`src/asr_defines.svh`:
```
`ifndef ASR_DEFINES_SVH
`define ASR_DEFINES_SVH

// ---------------------------------------------------------------
// Register offsets
// ---------------------------------------------------------------
`define ASR_ADDR_TX_CTRL 4'h0
`define ASR_ADDR_RX_CTRL 4'h1
`define ASR_ADDR_TX_DATA 4'h2
`define ASR_ADDR_RX_DATA 4'h3
`define ASR_ADDR_IRQ_EN 4'h4
`define ASR_ADDR_STATUS 4'h5

// ---------------------------------------------------------------
// Field positions
// ---------------------------------------------------------------
`define ASR_TXC_ENABLE 0
`define ASR_TXC_NINE 1
`define ASR_TXC_NINTH 2
`define ASR_TXC_INVERT 3
`define ASR_TXC_SYNC 4
`define ASR_TXC_PORT_EN 5
`define ASR_RXC_CONTINUOUS_RECEIVE_ENABLE 0
`define ASR_RXC_NINE 1
`define ASR_IE_TX 0
`define ASR_IE_RX 1
`define ASR_IE_PERIPHERAL_IRQ_GATE 2
`define ASR_IE_GIE 3
`define ASR_ST_SHIFT_EMPTY 0
`define ASR_ST_TX_FLAG 1
`define ASR_ST_RX_FLAG 2
`define ASR_ST_OVERRUN 3
`define ASR_ST_FRAMING 4
`define ASR_ST_RX_NINTH 5

// ---------------------------------------------------------------
// Timing counts, in baud ticks
// ---------------------------------------------------------------
`define ASR_OVERSAMPLE 5'd16
`define ASR_HALF_BIT 4'd7
`define ASR_LAST_TICK 4'hf

`endif

```
`src/asr_pkg.sv`:
```
package asr_pkg;
    typedef enum logic [1:0] {
        ASR_RX_IDLE,
        ASR_RX_START,
        ASR_RX_DATA,
        ASR_RX_STOP
    } asr_rx_state_t;
endpackage

```
`src/asr_fifo_if.sv`:
```
interface asr_fifo_if;
    logic push;
    logic pop;
    logic flush;
    logic [9:0] wdata;
    logic [9:0] rdata;
    logic [1:0] count;
    modport owner (output push, output pop, output flush, output wdata,
                   input rdata, input count);
    modport store (input push, input pop, input flush, input wdata,
                   output rdata, output count);
endinterface

```
`src/asr_rx_fifo.sv`:
```
`include "asr_defines.svh"

module asr_rx_fifo #(
    parameter int DEPTH = 2
) (
    input wire logic core_clk,
    input wire logic rstn,
    asr_fifo_if.store f
);
    typedef struct packed {
        logic [DEPTH-1:0][9:0] mem;
        logic rd_ptr;
        logic wr_ptr;
        logic [1:0] count;
    } asr_fifo_st_t;

    asr_fifo_st_t st_reg;
    asr_fifo_st_t st_next;

    always_comb begin
        st_next = st_reg;
        if (f.flush) begin
            st_next.rd_ptr = 1'b0;
            st_next.wr_ptr = 1'b0;
            st_next.count = 2'h0;
        end else begin
            if (f.push && st_reg.count != 2'(DEPTH)) begin
                st_next.mem[st_reg.wr_ptr] = f.wdata;
                st_next.wr_ptr = ~st_reg.wr_ptr;
            end
            if (f.pop && st_reg.count != 2'h0) begin
                st_next.rd_ptr = ~st_reg.rd_ptr;
            end
            st_next.count = st_reg.count
                + 2'((f.push && st_reg.count != 2'(DEPTH)) ? 1 : 0)
                - 2'((f.pop && st_reg.count != 2'h0) ? 1 : 0);
        end
    end

    always_ff @(posedge core_clk) begin
        if (!rstn) begin
            st_reg <= '0;
        end else begin
            st_reg <= st_next;
        end
    end

    assign f.rdata = st_reg.mem[st_reg.rd_ptr];
    assign f.count = st_reg.count;
endmodule

```
`src/asr_serial_port.sv`:
```
// Our own choices: the plain strobed port and the address map.
`include "asr_defines.svh"

module asr_serial_port (
    input wire logic core_clk,
    input wire logic rstn,
    input wire logic baud_tick,
    input wire logic [3:0] addr,
    input wire logic [7:0] wdata,
    input wire logic wr_en,
    input wire logic rd_en,
    output logic [7:0] rdata,
    input wire logic rx_in,
    output logic tx_out,
    output logic tx_irq,
    output logic rx_irq
);
    // ---------------------------------------------------------------
    // State
    // ---------------------------------------------------------------
    typedef struct packed {
        logic tx_enable;
        logic tx_nine;
        logic tx_ninth;
        logic tx_invert;
        logic sync_mode;
        logic port_enable;
        logic continuous_receive_enable;
        logic rx_nine;
        logic [3:0] irq_en;
        logic [8:0] tx_buf;
        logic tx_buf_full;
        logic [10:0] tx_shift;
        logic [3:0] tx_bits;
        logic [3:0] tx_sub;
        logic tx_busy;
        logic tx_line;
        asr_pkg::asr_rx_state_t rx_state;
        logic [3:0] rx_sub;
        logic [3:0] rx_bits;
        logic [8:0] rx_shift;
        logic [4:0] votes;
        logic rx_prev;
        logic overrun;
        logic [7:0] rdata;
        logic tx_irq;
        logic rx_irq;
    } asr_state_t;

    asr_state_t s_reg;
    asr_state_t s_next;
    asr_fifo_if fi ();

    asr_rx_fifo #(.DEPTH(2)) u_fifo (
        .core_clk(core_clk),
        .rstn(rstn),
        .f(fi.store)
    );

    function automatic logic reg_hit(input logic strobe, input logic [3:0] a,
                                     input logic [3:0] target);
        reg_hit = strobe && (a == target);
    endfunction

    logic shift_empty;
    logic tx_flag;
    logic rx_flag;
    logic rx_active;
    logic [9:0] fifo_top;
    logic [3:0] data_bits;
    logic bit_vote;

    always_comb begin
        shift_empty = !s_reg.tx_busy;
        tx_flag = s_reg.tx_enable && !s_reg.tx_buf_full;
        rx_active = s_reg.continuous_receive_enable && !s_reg.sync_mode
            && s_reg.port_enable;
        // Flag only while the receiver is enabled
        rx_flag = rx_active && fi.count != 2'h0;
        fifo_top = fi.rdata;
        data_bits = s_reg.rx_nine ? 4'd9 : 4'd8;
        bit_vote = s_reg.votes > 5'd1;
    end

    // ---------------------------------------------------------------
    // Next state
    // ---------------------------------------------------------------
    always_comb begin
        s_next = s_reg;
        fi.push = 1'b0;
        fi.pop = 1'b0;
        fi.flush = !s_reg.port_enable;
        fi.wdata = '0;
        s_next.rdata = 8'h00;

        // Register writes
        if (reg_hit(wr_en, addr, `ASR_ADDR_TX_CTRL)) begin
            s_next.tx_enable = wdata[`ASR_TXC_ENABLE];
            s_next.tx_nine = wdata[`ASR_TXC_NINE];
            s_next.tx_ninth = wdata[`ASR_TXC_NINTH];
            s_next.tx_invert = wdata[`ASR_TXC_INVERT];
            s_next.sync_mode = wdata[`ASR_TXC_SYNC];
            s_next.port_enable = wdata[`ASR_TXC_PORT_EN];
        end
        if (reg_hit(wr_en, addr, `ASR_ADDR_RX_CTRL)) begin
            s_next.continuous_receive_enable = wdata[`ASR_RXC_CONTINUOUS_RECEIVE_ENABLE];
            s_next.rx_nine = wdata[`ASR_RXC_NINE];
        end
        if (reg_hit(wr_en, addr, `ASR_ADDR_IRQ_EN)) begin
            s_next.irq_en = wdata[3:0];
        end
        if (reg_hit(wr_en, addr, `ASR_ADDR_TX_DATA)
                && !s_reg.tx_buf_full) begin
            s_next.tx_buf = {s_reg.tx_ninth, wdata};
            s_next.tx_buf_full = 1'b1;
        end

        // Register reads
        if (rd_en) begin
            case (addr)
                `ASR_ADDR_TX_CTRL: begin
                    s_next.rdata = {2'b00, s_reg.port_enable, s_reg.sync_mode,
                        s_reg.tx_invert, s_reg.tx_ninth, s_reg.tx_nine,
                        s_reg.tx_enable};
                end
                `ASR_ADDR_RX_CTRL: begin
                    s_next.rdata = {6'h00, s_reg.rx_nine, s_reg.continuous_receive_enable};
                end
                `ASR_ADDR_IRQ_EN: begin
                    s_next.rdata = {4'h0, s_reg.irq_en};
                end
                `ASR_ADDR_RX_DATA: begin
                    s_next.rdata = fifo_top[7:0];
                    fi.pop = 1'b1;
                end
                `ASR_ADDR_STATUS: begin
                    s_next.rdata = {2'b00, fifo_top[8], fifo_top[9],
                        s_reg.overrun, rx_flag, tx_flag,
                        shift_empty};
                end
                default: begin
                    s_next.rdata = 8'h00;
                end
            endcase
        end

        // -----------------------------------------------------------
        // Transmitter
        // -----------------------------------------------------------
        if (!s_reg.port_enable || !s_reg.tx_enable) begin
            s_next.tx_busy = 1'b0;
            s_next.tx_line = 1'b1;
        end else if (!s_reg.tx_busy) begin
            s_next.tx_line = 1'b1;
            if (s_reg.tx_buf_full) begin
                // Stop, data LSB first, start
                s_next.tx_shift = {1'b1, s_reg.tx_buf, 1'b0};
                s_next.tx_bits = s_reg.tx_nine ? 4'd11 : 4'd10;
                if (!s_reg.tx_nine) begin
                    s_next.tx_shift[9] = 1'b1;
                end
                s_next.tx_sub = 4'h0;
                s_next.tx_busy = 1'b1;
                s_next.tx_buf_full = s_next.tx_buf_full
                    && reg_hit(wr_en, addr, `ASR_ADDR_TX_DATA);
            end
        end else if (baud_tick) begin
            if (s_reg.tx_sub == 4'h0) begin
                s_next.tx_line = s_reg.tx_shift[0];
                s_next.tx_shift = {1'b1, s_reg.tx_shift[10:1]};
            end
            s_next.tx_sub = s_reg.tx_sub + 4'h1;
            if (s_reg.tx_sub == `ASR_LAST_TICK) begin
                s_next.tx_bits = s_reg.tx_bits - 4'h1;
                if (s_reg.tx_bits == 4'h1) begin
                    s_next.tx_busy = 1'b0;
                end
            end
        end

        // -----------------------------------------------------------
        // Receiver
        // -----------------------------------------------------------
        if (!s_reg.continuous_receive_enable || !s_reg.port_enable) begin
            s_next.overrun = 1'b0;
        end
        // Edge detect at tick rate, line moves between ticks
        if (baud_tick) begin
            s_next.rx_prev = rx_in;
        end
        if (!rx_active || s_reg.overrun) begin
            s_next.rx_state = asr_pkg::ASR_RX_IDLE;
        end else if (baud_tick) begin
            s_next.rx_sub = s_reg.rx_sub + 4'h1;
            if (s_reg.rx_sub >= 4'd6 && s_reg.rx_sub <= 4'd8) begin
                s_next.votes = s_reg.votes + {4'h0, rx_in};
            end
            case (s_reg.rx_state)
                asr_pkg::ASR_RX_IDLE: begin
                    s_next.rx_sub = 4'h0;
                    if (s_reg.rx_prev && !rx_in) begin
                        s_next.rx_state = asr_pkg::ASR_RX_START;
                    end
                end
                asr_pkg::ASR_RX_START: begin
                    if (s_reg.rx_sub == `ASR_HALF_BIT) begin
                        if (rx_in) begin
                            s_next.rx_state = asr_pkg::ASR_RX_IDLE;
                        end
                    end
                    if (s_reg.rx_sub == `ASR_LAST_TICK) begin
                        s_next.rx_bits = 4'h0;
                        s_next.votes = 5'h00;
                        s_next.rx_state = asr_pkg::ASR_RX_DATA;
                    end
                end
                asr_pkg::ASR_RX_DATA: begin
                    if (s_reg.rx_sub == `ASR_LAST_TICK) begin
                        s_next.votes = 5'h00;
                        s_next.rx_shift = s_reg.rx_nine
                            ? {bit_vote, s_reg.rx_shift[8:1]}
                            : {1'b0, bit_vote, s_reg.rx_shift[7:1]};
                        s_next.rx_bits = s_reg.rx_bits + 4'h1;
                        if (s_reg.rx_bits + 4'h1 == data_bits) begin
                            s_next.rx_state = asr_pkg::ASR_RX_STOP;
                        end
                    end
                end
                asr_pkg::ASR_RX_STOP: begin
                    if (s_reg.rx_sub == `ASR_HALF_BIT + 4'h2) begin
                        s_next.rx_state = asr_pkg::ASR_RX_IDLE;
                        if (fi.count == 2'h2 && !fi.pop) begin
                            s_next.overrun = 1'b1;
                        end else begin
                            fi.push = 1'b1;
                            fi.wdata = {!bit_vote, s_reg.rx_shift};
                        end
                    end
                end
                default: begin
                    s_next.rx_state = asr_pkg::ASR_RX_IDLE;
                end
            endcase
        end

        s_next.tx_irq = tx_flag && s_reg.irq_en[`ASR_IE_TX]
            && s_reg.irq_en[`ASR_IE_PERIPHERAL_IRQ_GATE] && s_reg.irq_en[`ASR_IE_GIE];
        s_next.rx_irq = rx_flag && s_reg.irq_en[`ASR_IE_RX]
            && s_reg.irq_en[`ASR_IE_PERIPHERAL_IRQ_GATE] && s_reg.irq_en[`ASR_IE_GIE];
    end

    always_ff @(posedge core_clk) begin
        if (!rstn) begin
            s_reg <= '0;
            s_reg.tx_line <= 1'b1;
            s_reg.rx_prev <= 1'b1;
        end else begin
            s_reg <= s_next;
        end
    end

    // ---------------------------------------------------------------
    // Outputs
    // ---------------------------------------------------------------
    logic tx_out_reg;

    always_ff @(posedge core_clk) begin
        if (!rstn) begin
            tx_out_reg <= 1'b1;
        end else begin
            tx_out_reg <= s_next.tx_line ^ s_next.tx_invert;
        end
    end

    assign tx_out = tx_out_reg;
    assign rdata = s_reg.rdata;
    assign tx_irq = s_reg.tx_irq;
    assign rx_irq = s_reg.rx_irq;
endmodule

```
`config.mk`:
```
export PLATFORM = sky130hd
export DESIGN_NAME = asr_serial_port
export DESIGN_NICKNAME = d
export VERILOG_FILES = /design/src/asr_pkg.sv /design/src/asr_fifo_if.sv /design/src/asr_rx_fifo.sv /design/src/asr_serial_port.sv
export VERILOG_INCLUDE_DIRS = /design/src
export SDC_FILE = /design/constraint.sdc
export NUM_CORES = 1
export LEC_CHECK = 0
export BUFFER_PORTS_ARGS = -buffer_cell sky130_fd_sc_hd__buf_4
export CAP_MARGIN = 20
export CORE_MARGIN = 3
export CORE_UTILIZATION = 65
export DETAILED_ROUTE_END_ITERATION = 6
export GPL_TIMING_DRIVEN = 0
export PLACE_DENSITY = 0.9
export SYNTH_ARGS = -nofsm -noshare
export SYNTH_HDL_FRONTEND = slang
export SYNTH_SLANG_ARGS = --single-unit
```
`constraint.sdc`:
```
create_clock -name core_clk -period 4.86 [get_ports core_clk]
set_input_delay 0.729 -clock core_clk [delete_from_list [all_inputs] [get_ports core_clk]]
set_output_delay 0.729 -clock core_clk [all_outputs]
set_load 0.05 [all_outputs]
```
## After elaboration in Yosys (flattened, before gate mapping)

Cells that the tools add are included.

| cells by class | value |
|---|---|
| $add $sub $neg | 7 |
| bitwise logic cells | 6 |
| muxes and demuxes | 58 |
| reduce and logical (&&, ||, !) cells | 53 |
| equal/unequal tests | 26 |
| magnitude comparators | 6 |

Operators with widths:

| operator | count |
|---|---|
| two-way mux 10 bit | 8 |
| two-way mux 21 bit | 3 |
| one-hot mux 8 bit (5 select lines) | 1 |
| two-way mux 1 bit | 24 |
| logical AND 1 bit | 22 |
| bitwise mux 20 bit | 1 |
| two-way mux 20 bit | 1 |
| two-way mux 18 bit | 1 |
| two-way mux 2 bit | 7 |
| inequality test 2 bit (second input constant) | 7 |
| adder 4 x 1 -> 4 bit (second input constant) | 3 |
| equality test 4 x 3 -> 1 bit (second input constant) | 3 |
| equality test 4 bit (second input constant) | 3 |
| two-way mux 4 bit | 3 |
| AND reduction 4 bit | 3 |
| two-way mux 11 bit | 1 |
| demux 10 bit (select 1 bit) | 1 |
| logical NOT 1 bit | 10 |
| two-way mux 5 bit | 2 |
| one-hot mux 5 bit (2 select lines) | 1 |
| two-way mux 9 bit | 1 |
| equality test 4 x 1 -> 1 bit (second input constant) | 2 |
| equality test 4 x 2 -> 1 bit (second input constant) | 2 |
| logical NOT 4 bit | 2 |
| 27 further kinds | 44 |

| storage, ports and cells | value |
|---|---|
| input bits | 18 |
| output and inout port bits | 11 |
| logic and storage cells | 188 |
| flip-flop bits (word level) | 104 |

## Depth between registers and ports, before layout

Gate-level depths: netlist (run 1).

| logic depth | value |
|---|---|
| word-level depth | 14 |
| gate-level depth with buffers | 8 |
| depth with buffers taken out | 7 |

## By module

A second synthesis (run 1) with hierarchy kept.

| unflattened totals | value |
|---|---|
| cells, all modules | 559 |
| area total of the unflattened synthesis | 5170.0 um^2 |

By module, submodules not included:

| module | instances | area an instance (um^2) | sequential area each (um^2) | cells an instance |
|---|---|---|---|---|
| asr_serial_port | 1 | 4056.4 | 1601.5 | 445 |
| asr_rx_fifo | 1 | 1113.6 | 480.5 | 114 |

## Least setup slack after synthesis (run 1)

Ideal clock, no wire load.

| timing path | value |
|---|---|
| path type | input port to flip-flop |
| start point | in addr[0] |
| end point | reg u_fifo.st_reg, in the netlist u_fifo.f.count[1] |
| buffers on the path | 1 |
| stages on the path | 7 |
| arrival | 1869 ps |
| path slack | 2875 ps |
| data required time | 4744 ps |
| cells stage by stage | clkbuf_1 > nand4_1 > nor2_1 > ha_1 > nor2b_1 > xnor2_1 > nor2_1 |

| on the way | value |
|---|---|
| word-level cells in the longest chain between the ends | 14 |
| elaborated cells on any way between the ends | 16 |

Ends and longest elaborated chain:

| element | line | source |
|---|---|---|
| from (decl) | asr_serial_port.sv:8 | `input wire logic [3:0] addr,` |
| equality test 4 x 2 -> 1 bit * | asr_serial_port.sv:120 | `case (addr)` |
| two-way mux 1 bit * | asr_serial_port.sv:120 |  |
| two-way mux 1 bit * | asr_serial_port.sv:119 | `if (rd_en) begin` |
| logical NOT 1 bit | asr_serial_port.sv:232 | `if (fi.count == 2'h2 && !fi.pop) begin` |
| logical AND 1 bit | asr_serial_port.sv:232 |  |
| two-way mux 1 bit | asr_serial_port.sv:232 |  |
| two-way mux 1 bit | asr_serial_port.sv:230 | `` if (s_reg.rx_sub == `ASR_HALF_BIT + 4'h2) begin `` |
| two-way mux 1 bit | asr_serial_port.sv:198 | `case (s_reg.rx_state)` |
| two-way mux 1 bit | asr_serial_port.sv:193 | `end else if (baud_tick) begin` |
| two-way mux 1 bit | asr_serial_port.sv:191 | `if (!rx_active \|\| s_reg.overrun) begin` |
| logical AND 1 bit | asr_rx_fifo.sv:35 | `+ 2'((f.push && st_reg.count != 2'(DEPTH)) ? 1 : 0)` |
| two-way mux 1 bit | asr_rx_fifo.sv:35 |  |
| adder 2 bit | asr_rx_fifo.sv:35 |  |
| subtractor 2 bit * | asr_rx_fifo.sv:36 | `- 2'((f.pop && st_reg.count != 2'h0) ? 1 : 0);` |
| to (signal assigned) | asr_rx_fifo.sv:44 | `st_reg <= st_next;` |
| to (decl) | asr_rx_fifo.sv:17 | `asr_fifo_st_t st_reg;` |

Every way passes the cells marked *; elsewhere a longest branch is shown, timed or not.
A chain may end at the register's enable or synchronous reset.

## Worst setup path in the final report (run 1)

| timing path | value |
|---|---|
| start point | reg s_reg[31] (netlist name) |
| end point | reg s_reg[24] (netlist name) |

| on the way | value |
|---|---|
| word-level cells in the longest chain between the ends | 2 |

Ends and longest elaborated chain:

| element | line | source |
|---|---|---|
| from (decl) | asr_serial_port.sv:50 | `asr_state_t s_reg;` |
| from (signal assigned) | asr_serial_port.sv:258 | `s_reg <= s_next;` |
| equality test 4 bit (no line) | -- |  |
| AND reduction 4 bit (no line) | -- |  |

No other way between the ends.

==> impl_metrics.prom, run 1 <==
# TYPE chip_impl_metric gauge
chip_impl_info{name="synth.area.top_cells",value="dfxtp_1 42%, mux2i_1 8.7%, nor2b_1 5.4%"} 1
chip_impl_info{name="element_type_at_the_critical_path_end",value="flop"} 1
chip_impl_metric{name="layout.core_utilization",unit=""} 0.745
chip_impl_info{name="cts-root-buf",value="clkbuf_8"} 1
chip_impl_metric{name="hold_depth",unit=""} 2
chip_impl_metric{name="transition_time_at_the_pin_with_the_least_slew_margin",unit="ns"} 1.03
chip_impl_metric{name="power_density",unit="nW/um2"} 264
chip_impl_metric{name="timing.max_slew.rel_slack",unit=""} 0.304
chip_impl_info{name="worst_setup_path_startpoint",value="s_reg[31]"} 1
chip_impl_metric{name="finalClockSkew",unit="ns"} 0.00806
chip_impl_metric{name="gr-usage-met2",unit=""} 0.437
chip_impl_metric{name="syn_area",unit="um2"} 4960
chip_impl_metric{name="grt_usage",unit=""} 0.272
chip_impl_metric{name="slew_violations",unit=""} 0
chip_impl_metric{name="global_route.usage.met1",unit=""} 0.354
chip_impl_metric{name="fmaxAchievable",unit="MHz"} 485
chip_impl_metric{name="clkTransAtPathRegs",unit="ns"} 0.10
chip_impl_metric{name="port-buffer-count",unit=""} 25
chip_impl_metric{name="vias",unit=""} 4122
chip_impl_metric{name="crit_fanout",unit=""} 10
chip_impl_info{name="hold_path.class",value="reg2reg"} 1
chip_impl_metric{name="std_cell_rows",unit=""} 31
chip_impl_metric{name="cts_max_path_buffers",unit=""} 2
chip_impl_metric{name="drt_iter0_markers",unit=""} 322
chip_impl_info{name="outcome",value="complete, no violations"} 1
chip_impl_metric{name="yosysWarningCount",unit=""} 0
chip_impl_metric{name="maximum_vdd_ir_drop",unit="mV"} 0.178
chip_impl_metric{name="instance_count_of_the_mapped_netlist",unit=""} 547
chip_impl_metric{name="yosys-mux-area-fraction",unit=""} 0.0868
chip_impl_metric{name="final.period_utilization",unit=""} 0.424
chip_impl_metric{name="cts_hold_buffers",unit=""} 0
chip_impl_info{name="setup_repair_after_global_routing_missed_its_margin",value="false"} 1
chip_impl_metric{name="initial_antenna_violation_count",unit=""} 0
chip_impl_metric{name="route.antenna.remaining_nets",unit=""} 0
chip_impl_info{name="startpoint_type",value="flop"} 1
chip_impl_metric{name="drt_pre_antenna_iters",unit=""} 7
chip_impl_metric{name="seq_area_frac_synth",unit=""} 0.420
chip_impl_info{name="timing_worst_setup_path_type",value="reg2reg"} 1
chip_impl_metric{name="route.detailed.drc",unit=""} 0
chip_impl_metric{name="syn2layout_area_growth",unit="%"} 10.1
chip_impl_metric{name="worstSkewPairLatency",unit="ns"} 0.38
chip_impl_metric{name="ys_async_sr_fraction",unit=""} 0
chip_impl_info{name="global_route.peak_usage_layer",value="met2"} 1
chip_impl_metric{name="chipWidth",unit="um"} 93.3
chip_impl_metric{name="fin_crit",unit="ns"} 2.06
chip_impl_metric{name="final_count_of_negative_setup_slack_endpoints",unit=""} 0
chip_impl_metric{name="leakagePower",unit="uW"} 0.00215
chip_impl_metric{name="synthSimpleGateAreaFrac",unit=""} 0.242
chip_impl_metric{name="synth-edff-count",unit=""} 0
chip_impl_metric{name="post_cts_resize_count",unit=""} 0
chip_impl_metric{name="die-area",unit="um2"} 8710
chip_impl_info{name="commonest_non_fill_non_tap_cells_in_the_layout",value="104 x dfxtp_1, 62 x nand2_1, 43 x mux2i_1, 43 x nor2b_1, 35 x buf_4"} 1
chip_impl_metric{name="multi_input_area",unit="um2"} 2640
chip_impl_metric{name="hpwl",unit="um"} 8250
chip_impl_metric{name="timing.reg2reg.worst_path_depth",unit=""} 8
chip_impl_info{name="dominant_combinational_cell_family_by_area_after_synthesis",value="simple AND/OR/NAND/NOR gates"} 1
chip_impl_metric{name="initial_core_util",unit=""} 0.676
chip_impl_info{name="final_common_cell",value="dfxtp_1"} 1
chip_impl_metric{name="max_cap_violations",unit=""} 0
chip_impl_metric{name="overflow_left_after_global_routing",unit=""} 0
chip_impl_metric{name="met3_routing_resource_usage_after_global_routing",unit=""} 0.0531
chip_impl_metric{name="fillerInstances",unit=""} 553
chip_impl_info{name="postSynth.topFlopCell",value="dfxtp_1"} 1
chip_impl_metric{name="first_pass_grt_wire_length",unit="um"} 18700
chip_impl_metric{name="dieHeight",unit="um"} 93.3
chip_impl_info{name="rr_endpoint",value="s_reg[24]"} 1
chip_impl_metric{name="htreeDepth",unit=""} 3
chip_impl_metric{name="regArea",unit="um2"} 2080
chip_impl_metric{name="largest_register_ffs",unit=""} 68
chip_impl_metric{name="synth_top_area_frac",unit=""} 0.420
chip_impl_metric{name="worst_ep_arrival",unit="ns"} 2.34
chip_impl_metric{name="synth_seq_cells",unit=""} 104
chip_impl_metric{name="cell_variety_after_synth",unit=""} 59
chip_impl_metric{name="avgViaCountPerCell",unit=""} 6.00
chip_impl_metric{name="synth_fp_nets",unit=""} 580
chip_impl_metric{name="tritoncts_num_sinks",unit=""} 104
chip_impl_info{name="timing.critical_path.to",value="s_reg[24]"} 1
chip_impl_metric{name="synth_compound_area_frac",unit=""} 0.149
chip_impl_metric{name="synth_xor_xnor_area_share",unit=""} 0.0177
chip_impl_metric{name="grt_start_max_net_pins",unit=""} 20
chip_impl_info{name="cell_taking_the_most_area_after_synthesis",value="dfxtp_1"} 1
chip_impl_metric{name="power",unit="uW"} 1440
chip_impl_metric{name="wl",unit="um"} 11300
chip_impl_metric{name="ioPinCount",unit=""} 29
chip_impl_metric{name="worst_hold_slack",unit="ns"} 0.465
chip_impl_metric{name="num_antenna_cells",unit=""} 0
chip_impl_metric{name="gpl.final_weighted_congestion",unit=""} 0.899
chip_impl_metric{name="fin_ws",unit="ns"} 2.80
chip_impl_metric{name="postSynthAreaPerCell",unit="um2"} 9.06
chip_impl_metric{name="regToRegSetupSlack",unit="ns"} 2.80
chip_impl_info{name="r2r-start",value="s_reg[31]"} 1
chip_impl_metric{name="cts_made_buffers",unit=""} 9
chip_impl_metric{name="drive_gt1_frac",unit=""} 0.114
chip_impl_metric{name="required",unit="ns"} 5.14
chip_impl_metric{name="postCtsSetupRepairBufs",unit=""} 0
chip_impl_metric{name="drt-wirelength-per-cell",unit="um"} 16.5
chip_impl_metric{name="via_count_of_the_first_global_routing_pass",unit=""} 3945
chip_impl_metric{name="totalNegativeSetupSlack",unit="ns"} 0
chip_impl_metric{name="final_nets",unit=""} 616
chip_impl_metric{name="post-place-ws",unit="ns"} 2.59
chip_impl_metric{name="finalHoldViolations",unit=""} 0
chip_impl_metric{name="floorplan.core_area",unit="um2"} 7330
chip_impl_metric{name="synth_fa_ha_area_frac",unit=""} 0.0379
chip_impl_info{name="cts_tree",value="built"} 1
[metrics by stage]
stage | cells | cell area, um2
after floorplan | 547 | 4960
after global placement | 671 | 5270
after detailed placement | 671 | 5270
after CTS | 687 | 5460
after global routing | 687 | 5460
final | 687 | 5460
[cell type report]
class                      count  share of cell area
buffer                        35              0.0328
sequential                   104               0.381
clock inverter                 7              0.0124
multi-input combinational    394               0.484
clock buffer                   9              0.0227
tap                           99              0.0227
timing repair buffer          25              0.0344
inverter                      14             0.00963
[report_power, final]
part | leakage (uW) | switching, uW | total, uW | internal, uW
combinational | 0.00122 | 35.8 | 61.8 | 26.1
sequential | 0.000838 | 2.72 | 857 | 855
clock | 0.0000984 | 322 | 520 | 198
[Yosys cell counts (5+ instances only)]
master	count
dfxtp_1	104
nand2_1	62
mux2i_1	43
nor2b_1	43
nand3_1	31
nor2_1	30
o21ai_0	18
a21boi_0	17
clkbuf_1	17
a21oi_1	16
ha_1	15
inv_1	14
a21boi_1	11
a22oi_1	11
o211a_1	11
buf_4	10
nor3_1	10
buf_2	7
nand2b_1	7
xor2_1	7
and2_1	6
nand4_1	6
o22ai_1	5
[worst min path at each step]
stage                                 start           endpoint  slack (ns)
after floorplan                   s_reg[67]             tx_irq        0.43
after global placement     u_fifo.st_reg[6]   u_fifo.st_reg[6]        0.44
after detailed placement   u_fifo.st_reg[9]   u_fifo.st_reg[9]        0.45
after CTS                  u_fifo.st_reg[9]   u_fifo.st_reg[9]        0.46
after global routing      u_fifo.st_reg[13]  u_fifo.st_reg[13]        0.49
final                     u_fifo.st_reg[13]  u_fifo.st_reg[13]        0.46
[kinds of logic after synthesis]
logic type / Yosys count
AO/OA/AOI/OAI: 104
AND/OR/NAND/NOR: 222
buffers and inverters: 49
flip-flops: 104
XOR/XNOR: 10
adder cells (fa/ha/maj): 15
multiplexers: 43
[per-layer routing]
layer | part of all wire | vias up
met5 | 0 | -
met4 | 0.033 | 0
met3 | 0.060 | 36
met2 | 0.47 | 162
met1 | 0.43 | 1943
li1 | - | 1981
[critical path, stage by stage, from the launching register on]
cell and delay (ns):
dfxtp_1 0.47, ha_1 0.27, and3_1 0.17, buf_2 0.15
nand4_2 0.26, buf_2 0.31, nand2_1 0.10, o21ai_0 0.07
and2_1 0.17
(Power assumes the default switching activity.)
==> inputs of run 2 (changes only) <==
- CORE_UTILIZATION: 65 -> 61
- PLACE_DENSITY: 0.9 -> 0.86
- clock period: 4.86 -> 1.9 ns (I/O delays scaled with it)
==> run 2 against run 1 <==
Sequential power grew to 2.6 times the previous value. Global-route usage decreased by 2.1 points. Clock skew up 0.0055 ns. Worst hold slack got worse by 0.31 ns. Highest routed layer unchanged. Clock power grew to 2.7 times the previous value. Clock-buffer cell count increased by 1. Critical path depth is 1 higher. First-iteration DRC count fell by 2.8%. Largest power group unchanged. Sequential share of layout area fell by 0.64 points. Non-clock buffer count grew 3. Critical endpoint is now u_fifo.st_reg[7]. Cell area grew 2.0%.
==> impl_metrics.prom, run 2 (synthesis gave the netlist of run 1 again) <==
# TYPE chip_impl_metric gauge
chip_impl_info{name="outcome",value="complete, no violations"} 1
chip_impl_metric{name="sequential_power_share",unit=""} 0.586
chip_impl_metric{name="net-switching-power",unit="uW"} 870
chip_impl_metric{name="ioPinCount",unit=""} 29
chip_impl_info{name="r2r-start",value="s_reg[31]"} 1
chip_impl_metric{name="required",unit="ns"} 2.21
chip_impl_metric{name="intPower",unit="uW"} 2870
chip_impl_metric{name="dieHeight",unit="um"} 96.1
chip_impl_metric{name="wl",unit="um"} 11400
chip_impl_metric{name="initial_antenna_violation_count",unit=""} 0
chip_impl_metric{name="hpwl",unit="um"} 8080
chip_impl_metric{name="finalHoldViolations",unit=""} 0
chip_impl_info{name="setup_repair_after_global_routing_missed_its_margin",value="false"} 1
chip_impl_info{name="cells_along_the_critical_path",value="inv_1, ha_4, nand4b_4, nor4b_4, buf_4, nor2b_4, buf_6, nand3_1, a21boi_1"} 1
chip_impl_metric{name="port-buffer-count",unit=""} 25
chip_impl_info{name="timing_worst_setup_path_type",value="reg2reg"} 1
chip_impl_metric{name="drt_iter0_markers",unit=""} 313
chip_impl_metric{name="final_count_of_negative_setup_slack_endpoints",unit=""} 0
chip_impl_metric{name="die-area",unit="um2"} 9240
chip_impl_metric{name="finalClockSkew",unit="ns"} 0.0135
chip_impl_metric{name="cpPeakStageDelay",unit="ns"} 0.38
chip_impl_metric{name="power_density",unit="nW/um2"} 671
chip_impl_metric{name="worst_ep_arrival",unit="ns"} 2.10
chip_impl_info{name="rr_endpoint",value="u_fifo.st_reg[7]"} 1
chip_impl_metric{name="crit_fanout",unit=""} 8
chip_impl_metric{name="final_nets",unit=""} 619
chip_impl_metric{name="tritoncts_num_sinks",unit=""} 104
chip_impl_info{name="startpoint_type",value="flop"} 1
chip_impl_metric{name="fin_crit",unit="ns"} 1.79
chip_impl_metric{name="worst_hold_slack",unit="ns"} 0.157
chip_impl_info{name="cts-root-buf",value="clkbuf_8"} 1
chip_impl_metric{name="std_cell_rows",unit=""} 32
chip_impl_info{name="timing.critical_path.to",value="u_fifo.st_reg[7]"} 1
chip_impl_metric{name="drt_pre_antenna_iters",unit=""} 5
chip_impl_info{name="cts_tree",value="built"} 1
chip_impl_metric{name="leakagePower",unit="uW"} 0.00218
chip_impl_metric{name="power.share.switching",unit=""} 0.233
chip_impl_metric{name="power",unit="uW"} 3740
chip_impl_metric{name="power.combinational.fraction",unit=""} 0.043
chip_impl_metric{name="timing.reg2reg.worst_path_depth",unit=""} 9
chip_impl_metric{name="final.period_utilization",unit=""} 0.943
chip_impl_metric{name="largest_register_ffs",unit=""} 68
chip_impl_metric{name="cts_made_buffers",unit=""} 9
chip_impl_metric{name="vias",unit=""} 4102
chip_impl_metric{name="initial_core_util",unit=""} 0.635
chip_impl_metric{name="regToRegSetupSlack",unit="ns"} 0.11
chip_impl_metric{name="drt-wirelength-per-cell",unit="um"} 16.5
chip_impl_metric{name="avgViaCountPerCell",unit=""} 5.92
chip_impl_metric{name="transition_time_at_the_pin_with_the_least_slew_margin",unit="ns"} 0.893
chip_impl_metric{name="slew_violations",unit=""} 0
chip_impl_metric{name="timing.max_slew.rel_slack",unit=""} 0.399
chip_impl_metric{name="num_antenna_cells",unit=""} 0
chip_impl_metric{name="via_count_of_the_first_global_routing_pass",unit=""} 3822
chip_impl_metric{name="worstSkewPairLatency",unit="ns"} 0.38
chip_impl_info{name="worst_setup_path_startpoint",value="s_reg[31]"} 1
chip_impl_metric{name="floorplan.core_area",unit="um2"} 7810
chip_impl_info{name="critical-path-slowest-cell",value="dfxtp_4"} 1
chip_impl_metric{name="gpl.final_weighted_congestion",unit=""} 0.920
chip_impl_metric{name="htreeDepth",unit=""} 3
chip_impl_metric{name="grt_usage",unit=""} 0.251
chip_impl_metric{name="fmaxAchievable",unit="MHz"} 558
chip_impl_info{name="hold_path.class",value="in2reg"} 1
chip_impl_metric{name="syn2layout_area_growth",unit="%"} 12.4
chip_impl_metric{name="max_cap_violations",unit=""} 0
chip_impl_metric{name="overflow_left_after_global_routing",unit=""} 0
chip_impl_metric{name="grt_start_max_net_pins",unit=""} 18
chip_impl_metric{name="cts_max_path_buffers",unit=""} 2
chip_impl_metric{name="chipWidth",unit="um"} 96.1
chip_impl_metric{name="clkTransAtPathRegs",unit="ns"} 0.10
chip_impl_metric{name="route.antenna.remaining_nets",unit=""} 0
chip_impl_metric{name="route.detailed.drc",unit=""} 0
chip_impl_info{name="commonest_non_fill_non_tap_cells_in_the_layout",value="101 x dfxtp_1, 59 x nand2_1, 43 x mux2i_1, 42 x nor2b_1, 37 x buf_4"} 1
chip_impl_info{name="final_common_cell",value="dfxtp_1"} 1
chip_impl_metric{name="maximum_vdd_ir_drop",unit="mV"} 0.385
chip_impl_info{name="element_type_at_the_critical_path_end",value="flop"} 1
chip_impl_metric{name="first_pass_grt_wire_length",unit="um"} 17900
chip_impl_metric{name="clk_network_pwr_share",unit=""} 0.371
chip_impl_metric{name="drive_gt1_frac",unit=""} 0.139
-- run 2: worst min-delay path by stage --
stage,endpoint,depth (start not counted),slack [ns],startpoint
floorplan,s_reg[11],2,0.41,rx_in
global placement,u_fifo.st_reg[13],2,0.44,u_fifo.st_reg[13]
detailed placement,u_fifo.st_reg[6],2,0.44,u_fifo.st_reg[6]
CTS,s_reg[11],3,0.16,rx_in
global route,s_reg[11],3,0.16,rx_in
finish,s_reg[11],3,0.16,rx_in
-- run 2: what timing repair did --
| item | in CTS | in global routing |
|---|---|---|
| resized for setup | 4 | 24 |
| setup buffers | 1 | 1 |
| pin swaps | 1 | 1 |
| gates cloned | 0 | 1 |
| setup endpoints to repair | 31 | 42 |
| hold buffers | 0 | 0 |
-- run 2: per-stage QoR --
step,util,std cells,area (um2),setup TNS (ns),setup slack (ns)
after floorplan,-,547,4960,0,0.214
after global placement,0.675,674,5270,-0.206,-0.0964
after detailed placement,0.675,674,5270,-1.16,-0.153
after CTS,0.703,691,5490,0,0.0307
after global routing,0.713,693,5570,0,0.0100
final,0.713,693,5570,0,0.108
-- run 2: cell type report --
cell class | count | area (um2)
fill | 600 | 2240
clock inverter | 6 | 67.6
sequential | 104 | 2090
buffer | 35 | 196
inverter | 14 | 52.6
clock buffer | 10 | 128
timing repair buffer | 28 | 210
tap | 102 | 128
multi-input combinational | 394 | 2700
-- run 2: power groups by stage --
stage	Clock [uW]	Combinational (uW)	Sequential (uW)
detailed placement	0	156	2240
finish	1390	160	2190
floorplan	0	90.6	2240
global placement	0	153	2240
global route	1490	171	2190
CTS	1400	157	2190
-- run 2: routing by layer --
layer / up-vias / wire (um) / track usage
li1: 1987 / - / -
met1: 1934 / 4910 / 0.327
met2: 144 / 5500 / 0.400
met3: 37 / 717 / 0.0500
met4: 0 / 288 / 0.115
met5: - / 0 / 0
-- run 2: critical path, delay by kind of cell, from the launching register on --
kind,cells,cell delay (ns)
adders and majority gates,1,0.15
buffers and inverters,3,0.41
DFF,1,0.38
and+or+nand+nor,4,0.66
AOI/OAI and AO/OA,1,0.14
